[src/design/sync_serial_data_adapter_consts.vh]
// Constants for the synchronous serial data adapter: bus map, control
// and status bit positions, reset values and mode codes.
// Assumes inclusion by bare name from the adapter design file.
`ifndef SYNC_SERIAL_DATA_ADAPTER_CONSTS_VH
`define SYNC_SERIAL_DATA_ADAPTER_CONSTS_VH

// Bus locations (register_select)
`define LOC_CTRL_STAT    1'b0
`define LOC_DATA         1'b1

// Address control field of control 1 steering writes to the data location
`define AC_CTL2          2'h0
`define AC_CTL3          2'h1
`define AC_SYNC          2'h2
`define AC_TXDATA        2'h3

// Control 1
`define C1_RX_RST        0
`define C1_TX_RST        1
`define C1_STRIP_SYNC    2
`define C1_CLR_SYNC      3
`define C1_AC_LO         6
`define C1_AC_HI         7
`define C1_RESET         8'h03

// Control 2
`define C2_SM_SEL        0
`define C2_UF_SYNC       1
`define C2_PAR_EN        2
`define C2_PAR_ODD       3
`define C2_TERM_READY    4
`define C2_RESET         8'h00

// Control 3
`define C3_MODE_LO       0
`define C3_MODE_HI       1
`define C3_CLR_UF        2
`define C3_RESET         8'h00

// Sync modes
`define MODE_ONE_SYNC    2'h0
`define MODE_TWO_SYNC    2'h1
`define MODE_EXT_SYNC    2'h2

`define SYNC_RESET       8'h00
`define MARK_CHAR        8'hff
`define RX_SHIFT_RESET   8'hff

// Status bits
`define ST_RX_READY      0
`define ST_TX_ROOM       1
`define ST_CARRIER       2
`define ST_CTS           3
`define ST_UNDERFLOW     4
`define ST_OVERRUN       5
`define ST_PAR_ERR       6
`define ST_IN_SYNC       7

`endif

[src/design/sync_serial_data_adapter.v]
// Synchronous serial data adapter: register port, 3-deep transmit and
// receive FIFOs, transmitter with fill and parity, sync-hunting receiver.
// Assumes serial clocks and modem lines are asynchronous pins well slower
// than clk_sys_i; they are synchronised and the clock edges detected here.
//
// Contract
// - Two bus locations; select, direction and the control 1 address field pick the internal register.
// - Seven registers: status, rx data readable; others write-only.
// - Tx data enters a three-entry FIFO, settling to last empty slot.
// - Status flag shows whether tx FIFO can take another byte; outside external mode clear-to-send high forces it low.
// - Oldest buffered byte moves to tx shifter when it is ready.
// - On underflow load sync code or all-ones, as configured.
// - Transmitter adds even, odd or no parity bit.
// - Clear-to-send high inhibits transmitter, FIFO contents kept.
// - External mode aligns characters from carrier detect input.
// - Single-sync mode forwards nothing until one sync code matches.
// - Double-sync mode needs two consecutive sync codes.
// - Once synced, assemble characters and optionally check parity.
// - Parity error marker travels through rx FIFO with its character.
// - Status shows rx character available and its parity error.
// - Separate tx and rx clocks, running independently and together.
// - Reset latches device in reset, no spurious output transitions.
// - Reset presets receiver shift register to all ones.
// - Underflow status stays set until clear-underflow bit written.
// - Transmitter reset bit empties tx FIFO and clears room flag.
`timescale 1ns/1ps
`include "sync_serial_data_adapter_consts.vh"

////////////////////////////////////////////////////////////////////////
module sync_adapter_fifo #(
  parameter WIDTH = 8,
  parameter DEPTH = 3,
  parameter CNT_W = 2
) (
  input  wire             clk_sys_i,
  input  wire             rst_b_i,
  input  wire             clr_i,
  input  wire             push_i,
  input  wire             pop_i,
  input  wire [WIDTH-1:0] din_i,
  output wire [WIDTH-1:0] head_o,
  output reg  [CNT_W-1:0] count_o
);
  reg [WIDTH-1:0] mem_q [0:DEPTH-1];

  assign head_o = mem_q[0];

  // Each entry moves down on pop; new data lands in last empty slot
  genvar i;
  generate
    for (i = 0; i < DEPTH; i = i + 1)
    begin : g_entry
      localparam [CNT_W-1:0] IDX  = i;
      localparam [CNT_W-1:0] IDX1 = i + 1;
      always @(posedge clk_sys_i or negedge rst_b_i)
      begin
        if (!rst_b_i)
          mem_q[i] <= {WIDTH{1'b0}};
        else if (pop_i)
        begin
          if (push_i && count_o == IDX1)
            mem_q[i] <= din_i;
          else
            mem_q[i] <= (i == DEPTH - 1) ? {WIDTH{1'b0}} : mem_q[(i + 1) % DEPTH];
        end
        else if (push_i && count_o == IDX)
          mem_q[i] <= din_i;
      end
    end
  endgenerate

  always @(posedge clk_sys_i or negedge rst_b_i)
  begin
    if (!rst_b_i)
      count_o <= {CNT_W{1'b0}};
    else if (clr_i)
      count_o <= {CNT_W{1'b0}};
    else if (push_i && !pop_i)
      count_o <= count_o + 1'b1;
    else if (pop_i && !push_i)
      count_o <= count_o - 1'b1;
  end
endmodule

////////////////////////////////////////////////////////////////////////
module sync_serial_data_adapter #(
  parameter TX_DEPTH = 3,
  parameter RX_DEPTH = 3,
  parameter CNT_W    = 2
) (
  input  wire       clk_sys_i,
  input  wire       rst_b_i,
  input  wire       register_select_i,
  input  wire [7:0] wr_data_i,
  input  wire       wr_stb_i,
  input  wire       rd_stb_i,
  output reg  [7:0] rd_data_o,
  input  wire       tx_clk_i,
  input  wire       rx_clk_i,
  input  wire       rx_data_i,
  input  wire       carrier_detect_in_i,
  input  wire       cts_i,
  output reg        tx_data_o,
  output reg        sync_match_terminal_ready_o,
  output reg        transmit_underflow_out_o
);
  localparam ST_HUNT   = 2'h0;
  localparam ST_SECOND = 2'h1;
  localparam ST_SYNCED = 2'h2;

  ////////////////////////////////////////////////////////////////////
  // Pin synchronisers and serial clock edges
  wire [4:0] pin_raw = {carrier_detect_in_i, cts_i, tx_clk_i, rx_data_i, rx_clk_i};
  reg  [4:0] pin_meta_q;
  reg  [4:0] pin_q;
  reg  [4:0] pin_prev_q;

  genvar p;
  generate
    for (p = 0; p < 5; p = p + 1)
    begin : g_pin
      always @(posedge clk_sys_i or negedge rst_b_i)
      begin
        if (!rst_b_i)
        begin
          pin_meta_q[p] <= 1'b0;
          pin_q[p]      <= 1'b0;
          pin_prev_q[p] <= 1'b0;
        end
        else
        begin
          pin_meta_q[p] <= pin_raw[p];
          pin_q[p]      <= pin_meta_q[p];
          pin_prev_q[p] <= pin_q[p];
        end
      end
    end
  endgenerate

  wire rxc_rise = pin_q[0] & ~pin_prev_q[0];
  wire rxd      = pin_q[1];
  wire txc_rise = pin_q[2] & ~pin_prev_q[2];
  wire txc_fall = ~pin_q[2] & pin_prev_q[2];
  wire cts_s    = pin_q[3];
  wire dcd_s    = pin_q[4];

  ////////////////////////////////////////////////////////////////////
  // Register port
  reg  [7:0] ctl1_q;
  reg  [7:0] ctl2_q;
  reg  [7:0] ctl3_q;
  reg  [7:0] sync_code_q;

  wire [1:0] addr_ctl = ctl1_q[`C1_AC_HI:`C1_AC_LO];
  wire       wr_lo    = wr_stb_i & (register_select_i == `LOC_CTRL_STAT);
  wire       wr_hi    = wr_stb_i & (register_select_i == `LOC_DATA);
  wire       wr_ctl2  = wr_hi & (addr_ctl == `AC_CTL2);
  wire       wr_ctl3  = wr_hi & (addr_ctl == `AC_CTL3);
  wire       wr_sync  = wr_hi & (addr_ctl == `AC_SYNC);
  wire       wr_tx    = wr_hi & (addr_ctl == `AC_TXDATA);
  wire       clr_uf   = wr_ctl3 & wr_data_i[`C3_CLR_UF];

  always @(posedge clk_sys_i or negedge rst_b_i)
  begin
    if (!rst_b_i)
    begin
      ctl1_q      <= `C1_RESET;
      ctl2_q      <= `C2_RESET;
      ctl3_q      <= `C3_RESET;
      sync_code_q <= `SYNC_RESET;
    end
    else
    begin
      if (wr_lo)
        ctl1_q <= wr_data_i;
      if (wr_ctl2)
        ctl2_q <= wr_data_i;
      if (wr_ctl3)
        ctl3_q <= wr_data_i;
      if (wr_sync)
        sync_code_q <= wr_data_i;
    end
  end

  wire       tx_rst   = ctl1_q[`C1_TX_RST];
  wire       rx_rst   = ctl1_q[`C1_RX_RST];
  wire       par_en   = ctl2_q[`C2_PAR_EN];
  wire       par_odd  = ctl2_q[`C2_PAR_ODD];
  wire       uf_sync  = ctl2_q[`C2_UF_SYNC];
  wire [1:0] mode     = ctl3_q[`C3_MODE_HI:`C3_MODE_LO];
  wire       ext_mode = (mode == `MODE_EXT_SYNC);

  ////////////////////////////////////////////////////////////////////
  // Transmit FIFO and shifter
  wire [7:0]       tx_head;
  wire [CNT_W-1:0] tx_cnt;
  wire             tx_inhibit = tx_rst | cts_s;
  reg              tx_pend_q;
  reg              tx_pend_uf_q;
  reg              tx_busy_q;
  reg  [3:0]       tx_bit_q;
  reg  [8:0]       tx_shift_q;
  reg              uf_flag_q;

  wire             tx_full  = (tx_cnt == TX_DEPTH);
  wire             tx_push  = wr_tx & ~tx_full & ~tx_rst;
  wire             tx_load  = txc_fall & tx_pend_q & ~tx_inhibit;
  wire             tx_pop   = tx_load & ~tx_pend_uf_q;
  wire [3:0]       tx_last  = par_en ? 4'h8 : 4'h7;
  wire [7:0]       fill     = uf_sync ? sync_code_q : `MARK_CHAR;
  wire [7:0]       tx_char  = tx_pend_uf_q ? fill : tx_head;
  wire             tx_par   = ^tx_char ^ par_odd;
  wire             tx_room  = ~tx_full & ~tx_rst & ~(cts_s & ~ext_mode);

  sync_adapter_fifo #(
    .WIDTH (8),
    .DEPTH (TX_DEPTH),
    .CNT_W (CNT_W)
  ) u_tx_fifo (
    .clk_sys_i (clk_sys_i),
    .rst_b_i   (rst_b_i),
    .clr_i     (tx_rst),
    .push_i    (tx_push),
    .pop_i     (tx_pop),
    .din_i     (wr_data_i),
    .head_o    (tx_head),
    .count_o   (tx_cnt)
  );

  always @(posedge clk_sys_i or negedge rst_b_i)
  begin
    if (!rst_b_i)
    begin
      tx_pend_q                <= 1'b0;
      tx_pend_uf_q             <= 1'b0;
      tx_busy_q                <= 1'b0;
      tx_bit_q                 <= 4'h0;
      tx_shift_q               <= 9'h1ff;
      tx_data_o                <= 1'b1;
      transmit_underflow_out_o <= 1'b0;
    end
    else if (tx_inhibit)
    begin
      tx_pend_q                <= 1'b0;
      tx_busy_q                <= 1'b0;
      tx_bit_q                 <= 4'h0;
      tx_data_o                <= 1'b1;
      transmit_underflow_out_o <= 1'b0;
    end
    else if (txc_rise && !tx_pend_q && (!tx_busy_q || tx_bit_q == tx_last))
    begin
      // Decide next character during the high half of the last bit
      tx_pend_q                <= 1'b1;
      tx_pend_uf_q             <= (tx_cnt == {CNT_W{1'b0}});
      transmit_underflow_out_o <= (tx_cnt == {CNT_W{1'b0}}) & uf_sync;
    end
    else if (txc_fall)
    begin
      transmit_underflow_out_o <= 1'b0;
      if (tx_pend_q)
      begin
        tx_pend_q  <= 1'b0;
        tx_busy_q  <= 1'b1;
        tx_bit_q   <= 4'h0;
        tx_shift_q <= {tx_par, tx_char};
        tx_data_o  <= tx_char[0];
      end
      else if (tx_busy_q)
      begin
        tx_bit_q   <= tx_bit_q + 4'h1;
        tx_shift_q <= {1'b1, tx_shift_q[8:1]};
        tx_data_o  <= tx_shift_q[1];
      end
    end
  end

  always @(posedge clk_sys_i or negedge rst_b_i)
  begin
    if (!rst_b_i)
      uf_flag_q <= 1'b0;
    else if (tx_load && tx_pend_uf_q)
      uf_flag_q <= 1'b1;
    else if (clr_uf)
      uf_flag_q <= 1'b0;
  end

  ////////////////////////////////////////////////////////////////////
  // Receiver sync hunt and character assembly
  reg  [1:0] rx_state_q;
  reg  [7:0] rx_shift_q;
  reg  [3:0] rx_bit_q;
  reg        sm_q;
  reg        ovr_q;

  wire       clr_sync  = ctl1_q[`C1_CLR_SYNC];
  wire [7:0] rx_next   = {rxd, rx_shift_q[7:1]};
  wire [3:0] rx_last   = par_en ? 4'h8 : 4'h7;
  wire       rx_hold   = clr_sync | (ext_mode & ~dcd_s);
  wire       ext_align = ext_mode & dcd_s & (rx_state_q == ST_HUNT);
  wire       rx_step   = ~rx_rst & ~rx_hold & ~ext_align & rxc_rise;
  wire       rx_end    = rx_step & (rx_state_q == ST_SYNCED) & (rx_bit_q == rx_last);
  wire [7:0] rx_char   = par_en ? rx_shift_q : rx_next;
  wire       rx_perr   = par_en & (^{rx_shift_q, rxd} ^ par_odd);
  wire       strip     = ctl1_q[`C1_STRIP_SYNC] & (rx_char == sync_code_q);
  wire [8:0] rx_head;
  wire [CNT_W-1:0] rx_cnt;
  wire       rx_full   = (rx_cnt == RX_DEPTH);
  wire       rx_push   = rx_end & ~strip & ~rx_full;
  wire       rd_data   = rd_stb_i & (register_select_i == `LOC_DATA);
  wire       rx_ready  = (rx_cnt != {CNT_W{1'b0}});
  wire       rx_pop    = rd_data & rx_ready;

  always @(posedge clk_sys_i or negedge rst_b_i)
  begin
    if (!rst_b_i)
    begin
      rx_state_q <= ST_HUNT;
      rx_shift_q <= `RX_SHIFT_RESET;
      rx_bit_q   <= 4'h0;
      sm_q       <= 1'b0;
    end
    else if (rx_rst)
    begin
      rx_state_q <= ST_HUNT;
      rx_shift_q <= `RX_SHIFT_RESET;
      rx_bit_q   <= 4'h0;
      sm_q       <= 1'b0;
    end
    else if (rx_hold)
    begin
      rx_state_q <= ST_HUNT;
      rx_bit_q   <= 4'h0;
      sm_q       <= 1'b0;
    end
    else if (ext_align)
    begin
      rx_state_q <= ST_SYNCED;
      rx_bit_q   <= 4'h0;
    end
    else if (rx_step)
    begin
      sm_q <= 1'b0;
      case (rx_state_q)
        ST_HUNT:
        begin
          rx_shift_q <= rx_next;
          if (rx_next == sync_code_q)
          begin
            sm_q       <= 1'b1;
            rx_bit_q   <= 4'h0;
            rx_state_q <= (mode == `MODE_TWO_SYNC) ? ST_SECOND : ST_SYNCED;
          end
        end
        ST_SECOND:
        begin
          rx_shift_q <= rx_next;
          rx_bit_q   <= rx_bit_q + 4'h1;
          if (rx_bit_q == 4'h7)
          begin
            rx_bit_q   <= 4'h0;
            sm_q       <= (rx_next == sync_code_q);
            rx_state_q <= (rx_next == sync_code_q) ? ST_SYNCED : ST_HUNT;
          end
        end
        ST_SYNCED:
        begin
          if (rx_bit_q != 4'h8)
            rx_shift_q <= rx_next;
          rx_bit_q <= (rx_bit_q == rx_last) ? 4'h0 : rx_bit_q + 4'h1;
        end
        default:
          rx_state_q <= ST_HUNT;
      endcase
    end
  end

  sync_adapter_fifo #(
    .WIDTH (9),
    .DEPTH (RX_DEPTH),
    .CNT_W (CNT_W)
  ) u_rx_fifo (
    .clk_sys_i (clk_sys_i),
    .rst_b_i   (rst_b_i),
    .clr_i     (rx_rst),
    .push_i    (rx_push),
    .pop_i     (rx_pop),
    .din_i     ({rx_perr, rx_char}),
    .head_o    (rx_head),
    .count_o   (rx_cnt)
  );

  // Overrun: character lost to a full FIFO; set beats the clearing read
  always @(posedge clk_sys_i or negedge rst_b_i)
  begin
    if (!rst_b_i)
      ovr_q <= 1'b0;
    else if (rx_end && !strip && rx_full)
      ovr_q <= 1'b1;
    else if (rd_data || rx_rst)
      ovr_q <= 1'b0;
  end

  ////////////////////////////////////////////////////////////////////
  // Status, read data and modem output
  wire [7:0] status;
  assign status[`ST_RX_READY]  = rx_ready;
  assign status[`ST_TX_ROOM]   = tx_room;
  assign status[`ST_CARRIER]   = dcd_s;
  assign status[`ST_CTS]       = cts_s;
  assign status[`ST_UNDERFLOW] = uf_flag_q;
  assign status[`ST_OVERRUN]   = ovr_q;
  assign status[`ST_PAR_ERR]   = rx_ready & rx_head[8];
  assign status[`ST_IN_SYNC]   = (rx_state_q == ST_SYNCED);

  always @(posedge clk_sys_i or negedge rst_b_i)
  begin
    if (!rst_b_i)
    begin
      rd_data_o                   <= 8'h00;
      sync_match_terminal_ready_o <= 1'b0;
    end
    else
    begin
      if (!rd_stb_i)
        rd_data_o <= 8'h00;
      else if (register_select_i == `LOC_CTRL_STAT)
        rd_data_o <= status;
      else
        rd_data_o <= rx_head[7:0];
      sync_match_terminal_ready_o <= ctl2_q[`C2_SM_SEL] ? sm_q : ctl2_q[`C2_TERM_READY];
    end
  end
endmodule

[config.mk]
export PLATFORM = sky130hd
export DESIGN_NAME = sync_serial_data_adapter
export DESIGN_NICKNAME = d
export VERILOG_FILES = /design/src/design/sync_serial_data_adapter.v
export VERILOG_INCLUDE_DIRS = /design/src /design/src/design
export SDC_FILE = /design/constraint.sdc
export NUM_CORES = 1
export LEC_CHECK = 0
export ABC_CLOCK_PERIOD_IN_PS = 5600
export BUFFER_PORTS_ARGS = -buffer_cell sky130_fd_sc_hd__buf_2
export CORE_MARGIN = 4
export CORE_UTILIZATION = 55
export CTS_CLUSTER_SIZE = 20
export DETAILED_ROUTE_END_ITERATION = 10
export PLACE_DENSITY = 0.72
export SETUP_SLACK_MARGIN = 0.2
export SLEW_MARGIN = 20
export SYNTH_ARGS = -nofsm -noshare
export SYNTH_HDL_FRONTEND = slang
export SYNTH_SLANG_ARGS = --single-unit
[constraint.sdc]
create_clock -name clk_sys_i -period 5.6 [get_ports clk_sys_i]
set_clock_uncertainty 0.1 [all_clocks]
set_input_delay 0.56 -clock clk_sys_i [delete_from_list [all_inputs] [get_ports clk_sys_i]]
set_output_delay 0.56 -clock clk_sys_i [all_outputs]
set_load 0.1 [all_outputs]
# Word-level counts from Yosys, hierarchy flattened
# Cells that the tools add are included.
# word_totals
ff_bits	134
# op_classes
n_reduce_logical	58
mux	82
add_sub_neg	6
bitwise	55
eq_ne	27
# op_table
op	count
$mux 8	17
$mux 9	9
$mux 4	13
$and 1x1->1	34
$mux 2	14
$mux 1	25
$reduce_bool 2->1	9
$reduce_bool 3->1	6
$logic_and 1x1->1	17
$not 1->1	17
$eq 2x2->1 const B	8
$eq 8x8->1	2
$pmux 8 s2	1
$pmux 4 s3	1
$eq 2x1->1 const B	5
$reduce_and 3->1	3
$reduce_xor 9->1	1
$add 4x1->4 const B	2
$eq 4x4->1	2
$logic_not 2->1	4
$ne 4x4->1 const B	2
$reduce_and 4->1	2
$reduce_xor 8->1	1
$logic_not 1->1	7
other kinds (18)	26

# Depth between registers and ports, before layout
# Gate-level depths: netlist of the first run.
# depth
word_depth	16
mapped_depth	9
mapped_depth_nobuf	8

# By module
# From an unflattened synthesis of the first run, not the netlist that was laid out.
# hier_totals
hier_cells	664
hier_area_um2	7016.7
# by_module_without_submodules
mod	area_per_inst_um2	seq_area_each_um2	cells_each	n_inst
sync_serial_data_adapter	4076.4	1925.6	397	1
sync_adapter_fifo at u_rx_fifo	1565.3	725.7	137	1
sync_adapter_fifo at u_tx_fifo	1375.1	650.6	130	1

# Worst setup path before layout of the first run
# Ideal clock, no wire load.
# synth_timing
kind	register -> register
startpoint	reg rx_state_q[0]
endpoint	reg u_rx_fifo.mem_q (netlist bit u_rx_fifo.head_o[0])
t_required_ps	5374
setup_time_ps	126
stages_incl_launch_ff	9
t_arrival_ps	2269
slack_ps	3104
path_buffers	0
path_cell_list	dfrtp_1 > inv_1 > ha_1 > nand2b_1 > a2111oi_4 > nand4b_1 > a211oi_1 > nor2_2 > a221o_1
# synth_via
elab_chain_cells	12
elab_cells_between_ends	15
# synth_lines
item	line	source
from (decl)	sync_serial_data_adapter.v:289	reg [1:0] rx_state_q;
from (signal assigned)	sync_serial_data_adapter.v:351	rx_state_q <= (mode == `MODE_TWO_SYNC) ? ST_SECOND : ST_SYNCED;
from (signal assigned)	sync_serial_data_adapter.v:362	rx_state_q <= (rx_next == sync_code_q) ? ST_SYNCED : ST_HUNT;
$logic_not 2->1	sync_serial_data_adapter.v:299	wire ext_align = ext_mode & dcd_s & (rx_state_q == ST_HUNT);
$and 1x1->1	sync_serial_data_adapter.v:299	
$not 1->1	sync_serial_data_adapter.v:300	wire rx_step = ~rx_rst & ~rx_hold & ~ext_align & rxc_rise;
$and 1x1->1 (2 in a row)	sync_serial_data_adapter.v:300	
$and 1x1->1 (*) (2 in a row)	sync_serial_data_adapter.v:301	wire rx_end = rx_step & (rx_state_q == ST_SYNCED) & (rx_bit_q == rx_last);
$and 1x1->1 (*) (2 in a row)	sync_serial_data_adapter.v:308	wire rx_push = rx_end & ~strip & ~rx_full;
$logic_and 1x1->1	sync_serial_data_adapter.v:61	if (push_i && count_o == IDX1)
$mux 9	sync_serial_data_adapter.v:61	
$mux 9	sync_serial_data_adapter.v:59	else if (pop_i)
to (signal, indexed assignment)	sync_serial_data_adapter.v:58	mem_q[i] <= {WIDTH{1'b0}};
to (signal, indexed assignment)	sync_serial_data_adapter.v:62	mem_q[i] <= din_i;
to (signal, indexed assignment)	sync_serial_data_adapter.v:64	mem_q[i] <= (i == DEPTH - 1) ? {WIDTH{1'b0}} : mem_q[(i + 1) % DEPTH];
to (decl)	sync_serial_data_adapter.v:44	reg [WIDTH-1:0] mem_q [0:DEPTH-1];
# Every way passes the cells marked *; elsewhere a longest branch is shown, timed or not.
# A chain may end at the register's enable or synchronous reset.

# Worst setup path in the final report of the first run
# layout_timing
startpoint	reg ctl2_q[2]
endpoint	reg u_rx_fifo.mem_q[12] (netlist name)
# layout_via
elab_chain_cells	9
elab_cells_between_ends	14
# layout_lines
item	line	source
from (decl)	sync_serial_data_adapter.v:150	reg [7:0] ctl2_q;
from (signal assigned)	sync_serial_data_adapter.v:168	ctl2_q <= `C2_RESET;
from (signal assigned)	sync_serial_data_adapter.v:177	ctl2_q <= wr_data_i;
$mux 8	sync_serial_data_adapter.v:302	wire [7:0] rx_char = par_en ? rx_shift_q : rx_next;
$eq 8x8->1	sync_serial_data_adapter.v:304	wire strip = ctl1_q[`C1_STRIP_SYNC] & (rx_char == sync_code_q);
$and 1x1->1	sync_serial_data_adapter.v:304	
$not 1->1	sync_serial_data_adapter.v:308	
$and 1x1->1 (2 in a row)	sync_serial_data_adapter.v:308	
$logic_and 1x1->1 (on tied branches)	sync_serial_data_adapter.v:66, sync_serial_data_adapter.v:61	
$mux 9 (on tied branches)	-	
$mux 9 (*)	sync_serial_data_adapter.v:59	
to (signal, indexed assignment)	sync_serial_data_adapter.v:58	
to (signal, indexed assignment)	sync_serial_data_adapter.v:62	
to (signal, indexed assignment)	sync_serial_data_adapter.v:67	mem_q[i] <= din_i;
# Marks and branches as above.

==> results of run 1 <==
[synthesized netlist by cell type (2+ instances only)]
cell,n,area [sq um]
nor2b_1,12,75.1
nand2b_1,9,56.3
a2bb2oi_1,2,17.5
a22oi_1,8,60.1
o22ai_1,16,100
xor2_1,15,131
a21o_1,3,22.5
inv_1,23,86.3
nand3_1,21,105
a211oi_1,8,60.1
nand3b_1,4,30.0
dfrtp_1,112,2800
xnor3_1,2,45.0
nor4_1,2,12.5
a2111oi_4,2,55.1
clkbuf_1,20,75.1
mux2i_2,3,41.3
nand2_1,90,338
o21ai_0,29,145
nand4b_1,6,52.6
a221o_1,17,170
mux2_4,2,30.0
a221oi_1,5,43.8
nor3b_1,2,15.0
a21oi_1,34,170
nor3_1,5,25.0
dfstp_2,19,499
nor2_1,59,221
xnor2_1,18,158
or3_1,2,12.5
and2_1,2,12.5
o211ai_1,2,15.0
or2_2,2,12.5
a41oi_1,2,17.5
buf_2,3,15.0
nor4_2,2,25.0
and3_1,2,12.5
mux2i_1,27,270
ha_1,15,188
buf_6,5,56.3
mux2_2,12,135
[worst max path at each step]
stage,end,cells past startpoint
after floorplan,u_rx_fifo.head_o[0]$_DFFE_PN0P_,8
after global placement,u_rx_fifo.mem_q[14]$_DFF_PN0_,6
after detailed placement,u_rx_fifo.mem_q[13]$_DFF_PN0_,6
after CTS,u_rx_fifo.mem_q[12]$_DFF_PN0_,6
after global routing,u_rx_fifo.mem_q[17]$_DFF_PN0_,6
final,u_rx_fifo.mem_q[12]$_DFF_PN0_,6
[layout make-up]
class                      count  area [sq um]
multi-input combinational    464          3120
clock buffer                  25           505
tap                          143           179
inverter                      24          90.1
timing repair buffer          32           185
fill                         938          4140
sequential                   131          3300
clock inverter                 7          96.3
[power groups by stage]
stage	clock network [mW]	registers (mW)	logic [mW]
2_1_floorplan	0	1.39	0.596
5_1_grt	1.19	1.39	0.909
3_5_place_dp	0	1.37	0.825
4_1_cts	1.13	1.36	0.829
6_report	1.11	1.36	0.826
3_3_place_gp	0	1.36	0.800
[kinds of logic after synthesis]
logic type / after synthesis / share of synthesized area, %
fa+ha+maj: 15 / 2.82
simple gates: 229 / 16.6
compound gates: 141 / 15.1
mux: 44 / 7.17
flops: 131 / 49.7
buf+inv: 53 / 3.61
xor+xnor: 35 / 5.02
[registers in the layout (all words and copies together) (netlist names), 4 cells and up]
| register | flops |
|---|---|
| u_tx_fifo.mem_q | 16 |
| ctl2_q | 5 |
| tx_bit_q | 4 |
| ctl1_q | 6 |
| pin_meta_q | 5 |
| sync_code_q | 8 |
| rd_data_o | 8 |
| u_rx_fifo.head_o | 9 |
| u_tx_fifo.head_o | 8 |
| u_rx_fifo.mem_q | 18 |
| rx_shift_q | 8 |
| rx_bit_q | 4 |
| tx_shift_q | 8 |
[per-layer routing]
layer	routed length (um)	track usage, %	up-vias
met3	592	5.53	26
met5	0	0	-
met2	7130	36.2	124
met1	6670	29.9	2454
met4	286	7.77	0
li1	-	-	2332
[worst reg2reg max path, stage by stage, from the launching register on]
cell     delay [ns]
dfrtp_1        0.90
mux2_2         0.47
xor2_1         0.33
nor2b_1        0.18
a31oi_4        0.61
nor2_1         0.13
a221o_1        0.29
[layout by cell type, fill, tap and decap left out, drive strengths merged, types with 4 or more instances in the layout]
cell type  synthesis  routed
a221o             17      17
dfstp             19      19
o22ai             16      16
xnor2             18      18
a211oi             9       9
nand3             21      21
nor2b             13      13
nor2              61      61
dfrtp            112     112
inv               23      23
mux2i             30      30
a221oi             5       5
nor4               5       5
ha                15      15
nor3               6       6
nand2b             9       9
nand4b             6       6
nand3b             4       4
clkbuf            20      25
a21oi             35      35
o21ai             30      30
buf                9      32
nand2             90      90
mux2              14      14
a22oi              8       8
xor2              15      15
[stage by stage]
step	power, mW	hold slack [ns]	std cells
after floorplan	1.99	0.164	648
after global placement	2.16	0.232	793
after detailed placement	2.19	0.236	793
after CTS	3.31	0.131	825
after global routing	3.49	0.0292	826
final	3.30	0.00113	826
==> summary.md, run 1 <==
| Metric | Value |
|---|---|
| Crit path max-delay family | flip-flops |
| Synthesized area | 6650 sq um |
| Starting density of the core | 57.3% |
| CP required | 5.80 ns |
| Row count | 39 |
| GRT Overall Usage | 22.5% |
| Vias per cell | 5.98 |
| DR WL/cell | 17.8 um |
| Post-CTS Resized | 0 |
| Crit share post-route | 55.9% |
| Tmin final | 3.13 ns |
| Bufs and invs on worst path | 0 |
| DP Worst Slack | 2.17 ns |
| Area after DPL | 6850 sq um |
| Largest net degree at the start of global routing | 81 |
| # Post-CTS Setup Buffers | 0 |
| Syn Inst Count | 648 |
| Share of layout cells above drive strength 1 | 17.0% |
| DR pass1 iterations | 5 |
| Crit path kind | register to register |
| CTS Buf Count | 17 |
| Ant diodes | 0 |
| Clk root buf | clkbuf_16 |
| Hold crit path type | input port to async pin |
| H-tree levels | 4 |
| Die H | 118 um |
| Routed WL | 14700 um |
| CP max FO | 23 |
| EDFF count, synth | 0 |
| RR Startpoint | ctl2_q[2]$_DFFE_PN0P_ |
| Worst Reg-to-Reg Cells | 6 |
| Chip Width | 118 um |
| Clk sinks | 131 |
| Crit path launch type | register |
| Max_slew headroom | 34.3% |
| Fmax | 0.319 GHz |
| CTS tree | built |
| Ys async rst share | 100% |
| Net Switching | 1.06 mW |
| DRT antenna net count | 0 |
| Final core occ | 64.4% |
| Synthesized Nets | 681 |
| Outcome | completed |
| Post-Route Setup TNS | 0 ns |
| Starting DRT DRC Count | 388 |
| Ports | 29 |
| Internal cell power | 2.24 mW |
| Cts hold-fix bufs | 0 |
| Vias in the first global route | 4833 |
| GP Congestion | 0.893 |
| Leakage | 3.29 nW |
| # nets final | 703 |
| Sequential share of the synthesized area | 49.7% |
| Final instance area | 7480 sq um |
| Crit path DAT | 3.33 ns |
| Worst setup EP type | register |
| DR DRC count | 0 |
| Clk_lat worst skew | 0.42 ns |
| Initial antenna violation count | 0 |
| Final Hold Fails | 0 |
| RSZ-0062 raised after global routing | false |
| Setup Viol. Count Final | 0 |
| Switch share | 32.2% |
| Worst setup startpoint | ctl2_q[2]$_DFFE_PN0P_ |
| Power Density | 441 nW/um^2 |
| Setup slack after layout | 2.47 ns |
| Avg Inst Size Synth | 10.3 sq um |
| Core area | 11600 sq um |
| Clk pwr share | 33.7% |
| Synth Warn # | 0 |
| Max stage delay cell, worst path | dfrtp_1 |
| Highest cell delay on the worst timing path | 0.90 ns |
| Max-cap violations | 0 |
| Worst-path clk slew | 0.05 ns |
| Ys flop type | dfrtp_1 |
| Die area | 13900 sq um |
| Cell variety after synth | 65 |
| Critical-path cell list | mux2_2, xor2_1, nor2b_1, a31oi_4, nor2_1, a221o_1 |
| Dpl hpwl | 10300 um |
| Combinational cell fraction of total power | 25.0% |
| Area Overhead vs Synth | 12.4% |
| Via count | 4936 |
| Reg2Reg Setup Slack | 2.47 ns |
| Grt total ovfl | 0 |
| Tightest Pin Transition | 0.978 ns |
| RR Endpoint | u_rx_fifo.mem_q[12]$_DFF_PN0_ |
| Clock Path Buffers | 2 |
| I/O Buffers | 28 |
| Register share of total power | 41.3% |
| Global-route wire length before repair | 25000 um |
| Final Max Tran Viols | 0 |
| Maximum VDD drop | 0.292 mV |
| Yosys reg bits | 131 |
No activity file was read; power rests on OpenSTA's default activity.
==> inputs of run 2 (changes only) <==
ABC_CLOCK_PERIOD_IN_PS = 3200   (was 5600)
clock period = 3.2 ns   (was 5.6 ns; I/O delays follow)
==> summary.md, run 2 (synthesized netlist as in run 1, its figures left out) <==
| Metric | Value |
|---|---|
| Outcome | completed |
| Ant diodes | 0 |
| Combinational cell fraction of total power | 25.2% |
| Chip Width | 118 um |
| DR pass1 iterations | 5 |
| Vias per cell | 5.98 |
| Setup Viol. Count Final | 0 |
| RSZ-0062 raised after global routing | false |
| Dpl hpwl | 10400 um |
| Hold crit path type | input port to register |
| Final instance area | 7580 sq um |
| DR WL/cell | 17.9 um |
| CP required | 3.41 ns |
| Die area | 13900 sq um |
| Ports | 29 |
| Final core occ | 65.3% |
| Switch share | 32.8% |
| Row count | 39 |
| Clk sinks | 131 |
| GP Congestion | 0.863 |
| Final Max Tran Viols | 0 |
| Internal cell power | 3.91 mW |
| I/O Buffers | 28 |
| GRT Overall Usage | 22.9% |
| Share of layout cells above drive strength 1 | 18.2% |
| Min-delay src | wr_data_i[5] |
| Grt total ovfl | 0 |
| CTS Buf Count | 17 |
| Final Hold Fails | 0 |
| Max-cap violations | 0 |
| Starting density of the core | 57.3% |
| RR Startpoint | rx_state_q[0]$_DFFE_PN0P_ |
| Crit path max-delay family | compound AO/OA/AOI/OAI gates |
| Worst setup EP type | register |
| Max reg flops | 18 |
| CTS tree | built |
| DP Worst Slack | 0.293 ns |
| Worst-path clk slew | 0.06 ns |
| Starting DRT DRC Count | 465 |
| Fillers | 917 |
| Max stage delay cell, worst path | a2111oi_4 |
| CP max FO | 8 |
| Area Overhead vs Synth | 14.0% |
| Crit path kind | register to register |
| Area after DPL | 6900 sq um |
| Max_slew headroom | 34.5% |
| Die H | 118 um |
| Post-Layout Cell Count | 837 |
| Power Density | 768 nW/um^2 |
| Bufs and invs on worst path | 1 |
| Leakage | 3.35 nW |
| Initial antenna violation count | 0 |
| Clk pwr share | 33.8% |
| Largest net degree at the start of global routing | 64 |
| Tmin final | 2.73 ns |
| Setup slack after layout | 0.467 ns |
| Maximum VDD drop | 0.683 mV |
| Crit path DAT | 2.94 ns |
| Post-Route Setup TNS | 0 ns |
| Highest cell delay on the worst timing path | 0.46 ns |
| Worst setup startpoint | rx_state_q[0]$_DFFE_PN0P_ |
| Clk root buf | clkbuf_16 |
| Most frequent cells in the layout | 111 x dfrtp_1, 90 x nand2_1, 58 x nor2_1 |
| Clk_lat worst skew | 0.43 ns |
| Register share of total power | 41.0% |
| Routed WL | 15000 um |
| Net Switching | 1.91 mW |
| Clock Path Buffers | 2 |
| DR DRC count | 0 |
| Global-route wire length before repair | 25300 um |
| DRT antenna net count | 0 |
| Core area | 11600 sq um |
| Crit share post-route | 85.4% |
| Overall power | 5.82 mW |
| Via count | 5005 |
| Critical-path cell list | inv_1, ha_1, nand2b_1, a2111oi_4, nand4b_1, a211oi_2, nor2_2, a221o_1 |
| Crit path launch type | register |
| Vias in the first global route | 4943 |
| Post-Place Cells | 799 |
| Fmax | 0.366 GHz |
| Commonest non-fill, non-tap cell in the layout | dfrtp_1 |
| # nets final | 714 |
| H-tree levels | 4 |
| Biggest register | u_rx_fifo.mem_q |
| Tightest Pin Transition | 0.975 ns |
| Min Hold Slack | 0.0293 ns |
## run 2: cell count changes in the layout (fill, tap and decap cells not counted), moves of 3 or more
cell	previous run	this run
dlygate4sd3_1	0	6
clkbuf_8	5	1
clkbuf_1	3	0
clkinv_2	1	6
buf_4	4	9
## run 2: worst paths after layout
path | to | slack (ns) | depth (start not counted)
setup / recovery | u_rx_fifo.head_o[0]$_DFFE_PN0P_ | 0.47 | 8
hold / removal | u_tx_fifo.mem_q[13]$_DFF_PN0_ | 0.03 | 3
setup reg to reg | u_rx_fifo.head_o[0]$_DFFE_PN0P_ | 0.47 | 8
hold reg to reg | pin_q[2]$_DFF_PN0_ | 0.25 | 0
max in group asynchronous | rx_shift_q[4]$_DFFE_PN1P_ | 1.68 | 3
min in group asynchronous | rd_data_o[3]$_DFF_PN0_ | 0.43 | 2
## run 2: metal layers
metal | track usage [%] | up-vias | share of wire, %
li1 | - | 2354 | -
met1 | 29.7 | 2467 | 44
met2 | 35.7 | 144 | 48
met3 | 6.49 | 40 | 4.8
met4 | 10.3 | 0 | 3.1
met5 | 0 | - | 0
## run 2: worst register-to-register path, delay by kind of cell, from the launching register on
family | cells | cell delay [ns]
compound gates | 3 | 1.14
fa+ha+maj | 1 | 0.31
buf+inv | 1 | 0.09
flops | 1 | 0.35
simple gates | 3 | 0.63
## run 2: final cells by class
cell class	count	area, sq um	area share (%)
clock inverter	14	161	2.13
timing repair buffer	43	283	3.73
tap	143	179	2.36
inverter	24	90.1	1.19
clock buffer	18	439	5.79
multi-input combinational	464	3120	41.2
sequential	131	3300	43.6
## run 2: power by group through the flow
stage | Combinational [mW] | Sequential [mW] | Clock, mW
after CTS | 1.47 | 2.38 | 1.99
after floorplan | 1.04 | 2.43 | 0
after detailed placement | 1.45 | 2.39 | 0
final | 1.47 | 2.39 | 1.97
after global placement | 1.40 | 2.39 | 0
after global routing | 1.62 | 2.43 | 2.10
## run 2: what timing repair did
action	4_1_cts	5_1_grt
setup buffers	0	0
hold endpoints to repair	57	0
setup endpoints to repair	0	17
hold buffers	6	0
resized for setup	0	3
